**src/verilog/usdt_pkg.sv**
```systemverilog
// Package of constants for the step/direction translator
package usdt_pkg;

  // ****************************************************************
  // Phase pattern layout: bit order {b2, a2, b1, a1}
  // ****************************************************************
  localparam int PH_A1 = 0;
  localparam int PH_B1 = 1;
  localparam int PH_A2 = 2;
  localparam int PH_B2 = 3;
  localparam logic [3:0] PAT_INIT = 4'h5;

  // ****************************************************************
  // Translator index: eight half-step positions, even ones are
  // two-phase positions shared with the full-step cycle
  // ****************************************************************
  localparam logic [2:0] IDX_INIT = 3'h0;
  localparam logic [2:0] IDX_HALF = 3'h1;
  localparam logic [2:0] IDX_FULL = 3'h2;

  // ****************************************************************
  // Reset values of the synchronisers and outputs
  // ****************************************************************
  localparam logic [1:0] SYNC_RST = 2'h0;
  localparam logic ORIGIN_RST = 1'b1;
  localparam logic ALARM_RST = 1'b1;

endpackage

```
**src/verilog/usdt_sync.sv**
```systemverilog
// Two-flop synchroniser for one asynchronous input pin
module usdt_sync
(
  input wire logic ref_clk,
  input wire logic arst_n,
  input wire logic pin_in,
  output logic pin_sync
);
  import usdt_pkg::*;

  logic [1:0] sync_q;
  logic [1:0] sync_d;

  always_comb
  begin
    sync_d = {sync_q[0], pin_in};
  end

  always_ff @(posedge ref_clk or negedge arst_n)
  begin
    if (!arst_n)
      sync_q <= SYNC_RST;
    else
      sync_q <= sync_d;
  end

  assign pin_sync = sync_q[1];

endmodule

```
**src/verilog/usdt_translator.sv**
```systemverilog
// Top of the unipolar step/direction translator
module usdt_translator
(
  input wire logic ref_clk,
  input wire logic arst_n,
  input wire logic step_in,
  input wire logic direction_rev,
  input wire logic half_step_select,
  input wire logic enable,
  input wire logic translator_reset_n,
  input wire logic power_down_n,
  input wire logic thermal_trip,
  input wire logic undervoltage_trip,
  output logic phase_sink_a1,
  output logic phase_sink_b1,
  output logic phase_sink_a2,
  output logic phase_sink_b2,
  output logic origin_flag_n,
  output logic alarm_n
);
  import usdt_pkg::*;

  // ****************************************************************
  // Input synchronisers
  // ****************************************************************
  // Pins may float; the synchronisers reset to low, and
  // a low holds reset or standby on translator_reset_n and power_down_n, and is the inactive level on the rest.
  localparam int NIN = 8;
  logic [NIN-1:0] raw_in;
  logic [NIN-1:0] syn_in;

  assign raw_in = {undervoltage_trip, thermal_trip, power_down_n,
                   translator_reset_n, enable, half_step_select,
                   direction_rev, step_in};

  genvar gi;
  generate
    for (gi = 0; gi < NIN; gi++)
    begin : g_sync
      usdt_sync u_sync
      (
        .ref_clk(ref_clk),
        .arst_n(arst_n),
        .pin_in(raw_in[gi]),
        .pin_sync(syn_in[gi])
      );
    end
  endgenerate

  logic step_s;
  logic dir_s;
  logic half_s;
  logic en_s;
  logic rst_n_s;
  logic pd_n_s;
  logic trip_s;

  assign step_s = syn_in[0];
  assign dir_s = syn_in[1];
  assign half_s = syn_in[2];
  assign en_s = syn_in[3];
  assign rst_n_s = syn_in[4];
  assign pd_n_s = syn_in[5];
  assign trip_s = syn_in[6] | syn_in[7];

  // ****************************************************************
  // Step edge detect
  // ****************************************************************
  // Reset high, so the empty synchroniser gives no edge after reset.
  logic step_prev_q;
  logic step_prev_d;
  logic step_pulse;

  always_comb
  begin
    step_prev_d = step_s;
  end

  always_ff @(posedge ref_clk or negedge arst_n)
  begin
    if (!arst_n)
      step_prev_q <= 1'b1;
    else
      step_prev_q <= step_prev_d;
  end

  assign step_pulse = step_s & ~step_prev_q;

  // ****************************************************************
  // Translator index
  // ****************************************************************
  // Both select levels pass the same synchroniser depth as step, so
  // they are taken at the edge; changing them on the edge may
  // misstep, as the controller is told.
  logic [2:0] idx_q;
  logic [2:0] idx_d;
  logic [2:0] stride;
  logic hold_init;

  assign hold_init = ~rst_n_s | ~pd_n_s;

  always_comb
  begin
    stride = half_s ? IDX_HALF : IDX_FULL;
    idx_d = idx_q;
    if (hold_init)
      idx_d = IDX_INIT;
    else if (step_pulse)
    begin
      // Entering full mode on an odd index lands on the next pair.
      if (!half_s && idx_q[0])
        idx_d = dir_s ? (idx_q - IDX_HALF) : (idx_q + IDX_HALF);
      else if (dir_s)
        idx_d = idx_q - stride;
      else
        idx_d = idx_q + stride;
    end
  end

  // Enable does not enter here, so the index still follows step pulses while disabled.
  always_ff @(posedge ref_clk or negedge arst_n)
  begin
    if (!arst_n)
      idx_q <= IDX_INIT;
    else
      idx_q <= idx_d;
  end

  // ****************************************************************
  // Pattern decode and output gating
  // ****************************************************************
  logic [3:0] pat;
  logic [3:0] ph_q;
  logic [3:0] ph_d;
  logic origin_q;
  logic origin_d;
  logic alarm_q;
  logic alarm_d;
  logic drive_ok;

  always_comb
  begin
    unique case (idx_q)
      3'h0: pat = PAT_INIT;
      3'h1: pat = 4'h4;
      3'h2: pat = 4'h6;
      3'h3: pat = 4'h2;
      3'h4: pat = 4'hA;
      3'h5: pat = 4'h8;
      3'h6: pat = 4'h9;
      3'h7: pat = 4'h1;
    endcase
  end

  assign drive_ok = en_s & rst_n_s & pd_n_s & ~trip_s;

  always_comb
  begin
    ph_d = drive_ok ? pat : 4'h0;
    // Pin level, active low. Taken from the same index as the phases,
    // so flag and pattern change on one edge. Power-down forces it low.
    origin_d = ~((idx_q == IDX_INIT) | ~pd_n_s);
    alarm_d = ~trip_s;
  end

  always_ff @(posedge ref_clk or negedge arst_n)
  begin
    if (!arst_n)
    begin
      ph_q <= 4'h0;
      origin_q <= ORIGIN_RST;
      alarm_q <= ALARM_RST;
    end
    else
    begin
      ph_q <= ph_d;
      origin_q <= origin_d;
      alarm_q <= alarm_d;
    end
  end

  // Sink outputs are active high: 1 means the drain is sinking.
  assign phase_sink_a1 = ph_q[PH_A1];
  assign phase_sink_b1 = ph_q[PH_B1];
  assign phase_sink_a2 = ph_q[PH_A2];
  assign phase_sink_b2 = ph_q[PH_B2];
  assign origin_flag_n = origin_q;
  assign alarm_n = alarm_q;

endmodule

```
**config.mk**
```make
export PLATFORM = sky130hd
export DESIGN_NAME = usdt_translator
export DESIGN_NICKNAME = d
export VERILOG_FILES = /design/src/verilog/usdt_pkg.sv /design/src/verilog/usdt_sync.sv /design/src/verilog/usdt_translator.sv
export SDC_FILE = /design/constraint.sdc
export NUM_CORES = 1
export LEC_CHECK = 0
export BUFFER_PORTS_ARGS = -buffer_cell sky130_fd_sc_hd__buf_2
export CAP_MARGIN = 20
export CORE_ASPECT_RATIO = 1.25
export CORE_MARGIN = 1.5
export CORE_UTILIZATION = 45
export CTS_BUF_LIST = sky130_fd_sc_hd__clkbuf_8 sky130_fd_sc_hd__clkbuf_16
export DETAILED_ROUTE_END_ITERATION = 10
export GPL_TIMING_DRIVEN = 0
export PLACE_DENSITY_LB_ADDON = 0.1
export SYNTH_ARGS = -nofsm -noshare
export SYNTH_HDL_FRONTEND = slang
export SYNTH_SLANG_ARGS = --single-unit
```
**constraint.sdc**
```tcl
create_clock -name ref_clk -period 1.57 [get_ports ref_clk]
set_input_delay 0.0785 -clock ref_clk [delete_from_list [all_inputs] [get_ports ref_clk]]
set_output_delay 0.0785 -clock ref_clk [all_outputs]
set_load 0.05 [all_outputs]
```
==> results.json <==
{
  "yosysMostFrequentCell": "dfrtp_1",
  "power_density_mw_per_mm2": 1190,
  "holdWs_ns": 0.320,
  "clock-root-buffer": "clkbuf_8",
  "via_count": 501,
  "p_leak_uw": 0.000517,
  "end_kind": "register",
  "synth_edf_count": 0,
  "finClkSkew_ns": 0.00804,
  "yosys.area_share.simple": 0.122,
  "dp_hpwl_um": 712,
  "clk_latency_ns": 0.26,
  "slew_headroom": 0.642,
  "cp.arrival_ns": 1.73,
  "startpoint_type": "register",
  "yosysTopAreaCell": "dfrtp_1",
  "core_area_mm2": 0.00174,
  "status": "complete, no violations",
  "slew_viol_final": 0,
  "syn-num-nets": 66,
  "row_count": 17,
  "final_area_mm2": 0.00111,
  "routedWlPerCell_um": 11.4,
  "start_util": 0.476,
  "p_seq_frac": 0.535,
  "crit_type": "reg2reg",
  "p_clk_frac": 0.399,
  "async_flop_share": 1.00,
  "netlist_area_um2": 831,
  "synth.distinct_cells": 18,
  "post-route-period-util": 0.976,
  "drt_first_iter_violations": 2,
  "synthXorXnorAreaFrac": 0.0105,
  "clockBufferDepth": 2,
  "ys_top_cells_by_count": "23 x dfrtp_1, 6 x nor2_1, 5 x nand2_1",
  "synth_top_family_by_area": "simple AND/OR/NAND/NOR gates",
  "cts_buffers": 3,
  "finalSetupTns_ns": 0,
  "place_area_um2": 930,
  "vdd_ir_drop_max_mv": 1.02,
  "dr.pass1.iters": 2,
  "grt_pass1_vias": 493,
  "p_int_uw": 1080,
  "drc": 0,
  "synthCells": 55,
  "hold_viol_final": 0,
  "yosys-top-cells-area": "dfrtp_1 69%, dfstp_2 9.5%, nor2_1 2.7%",
  "gp_congestion": 0.639,
  "fmax_mhz": 653,
  "synth_fa_ha_area_frac": 0.0241,
  "antennaDiodeCount": 0,
  "grt_max_degree": 27,
  "grt_util_all_layers": 0.133,
  "utilization": 0.638,
  "muxShareOfSynthArea": 0.0120,
  "ios": 16,
  "synth_compound_area_frac": 0.0392,
  "worstPathMaxFanout": 2,
  "ys_seq_area_frac": 0.788,
  "ys_seq_elements": 26,
  "die_h_um": 51.0,
  "switching_share": 0.187,
  "cts_tree": "done",
  "synth_top_area_frac": 0.693,
  "port_buffers": 15,
  "h-tree-depth": 1,
  "period_needed_ns": 1.53,
  "grt_overflow_total": 0,
  "area_delta_synth_final_pct": 34.0,
  "avgSynthCellArea_um2": 15.1,
  "yosysWarnings": 0,
  "avgViaCountPerCell": 4.82,
  "clk_pin_slew_worst_paths_ns": 0.09,
  "die_w_um": 41.4,
  "cts.sinks": 26,
  "cp.required_ns": 1.77,
  "setup_viol": 0,
  "wl_mm": 1.19,
  "drive_gt1_frac": 0.341,
  "ys.flop_type": "dfrtp_1",
  "grt_first_pass_wirelength_mm": 1.99,
  "drv_cap": 0,
  "power_frac_comb": 0.067,
  "power.net_switching_uw": 249,
  "antenna_found_initial": 0,
  "die-area_mm2": 0.00211,
  "max_slew.worst_pin.slew_ns": 0.537,
  "power_uw": 1330,
  "hold_class": "in2async",
  "rsz0062_at_grt": "true",
  "nets": 97,
  "drtAntennaViolNets": 0
}
-- sequential cells by signal (all words and copies together) (netlist names) --
register              cells
g_sync.u_sync.sync_q     16
ph_q                      4
idx_q                     3
alarm_n                   1
origin_flag_n             1
step_prev_q               1
-- cells by family (layout without fill, tap and decap cells) --
| logic type | count (synthesis) | count (layout) |
|---|---|---|
| buffers and inverters | 1 | 31 |
| AND/OR/NAND/NOR | 19 | 19 |
| AO/OA/AOI/OAI | 6 | 6 |
| XOR/XNOR | 1 | 1 |
| adder cells (fa/ha/maj) | 1 | 1 |
| flip-flops | 26 | 26 |
| multiplexers | 1 | 1 |
-- per-stage QoR --
stage               setup slack (ns)  instances
floorplan                     0.0177         55
finish                        0.0384        104
detailed placement           -0.0841         89
global route                 -0.0339        104
CTS                          0.00206        104
global placement             -0.0812         89
-- worst max-delay path, cell delays in order, from the launching register on --
cell	delay [ns]
dfrtp_1	0.38
nor2b_1	0.15
fa_2	0.33
xor2_1	0.15
or3_1	0.33
a21oi_2	0.13
-- layer usage --
layer | part of all wire | global-route usage | wire, um
met1 | 0.37 | 0.123 | 439
met2 | 0.57 | 0.234 | 681
met3 | 0.043 | 0.0424 | 51
met4 | 0.015 | 0.113 | 18
met5 | 0 | 0 | 0
-- layout make-up --
class	count	area, um^2
Sequential cell	26	656
Fill cell	137	631
Timing Repair Buffer	26	180
Multi-Input combinational cell	28	179
Clock buffer	3	41.3
Clock inverter	1	30.0
Tap cell	19	23.8
Inverter	1	3.75
-- final timing paths --
check                                           startpoint  slack (ns)  cells after the start                          to
max in group asynchronous                           arst_n        0.86                      2                    idx_q[1]
worst min-delay path                                arst_n        0.32                      2                     ph_q[1]
worst min register to register  g_sync[1].u_sync.sync_q[0]        0.35                      0  g_sync[1].u_sync.sync_q[1]
min in group ref_clk            g_sync[1].u_sync.sync_q[0]        0.35                      0  g_sync[1].u_sync.sync_q[1]
worst max register to register  g_sync[2].u_sync.sync_q[1]        0.04                      5                    idx_q[2]
worst max-delay path            g_sync[2].u_sync.sync_q[1]        0.04                      5                    idx_q[2]
-- placed cells by master, fill, tap and decap left out, drive strengths merged, types with 2 or more instances in the layout --
cell	synthesis	layout
nand2	5	5
nor2b	2	2
a21oi	3	3
nor2	6	6
o21ai	2	2
dfstp	3	3
buf	0	17
clkbuf	0	3
dlygate4sd3	0	9
dfrtp	23	23
-- what timing repair did --
item / 4_1_cts / 5_1_grt
setup endpoints to repair: 1 / 1
gates resized for setup: 2 / 2
pin swaps: 0 / 1
hold buffers: 9 / 0
setup buffers: 2 / 0
endpoints found under the hold margin: 31 / 0
-- power groups by stage --
| stage | registers [uW] | logic [uW] | clock network [uW] |
|---|---|---|---|
| 2_1_floorplan | 736 | 24.0 | 0 |
| 3_3_place_gp | 724 | 65.2 | 0 |
| 3_5_place_dp | 725 | 67.8 | 0 |
| 4_1_cts | 711 | 88.8 | 553 |
| 5_1_grt | 715 | 97.9 | 575 |
| 6_report | 711 | 88.6 | 530 |
Note: power is estimated with default switching activity, not from simulation.
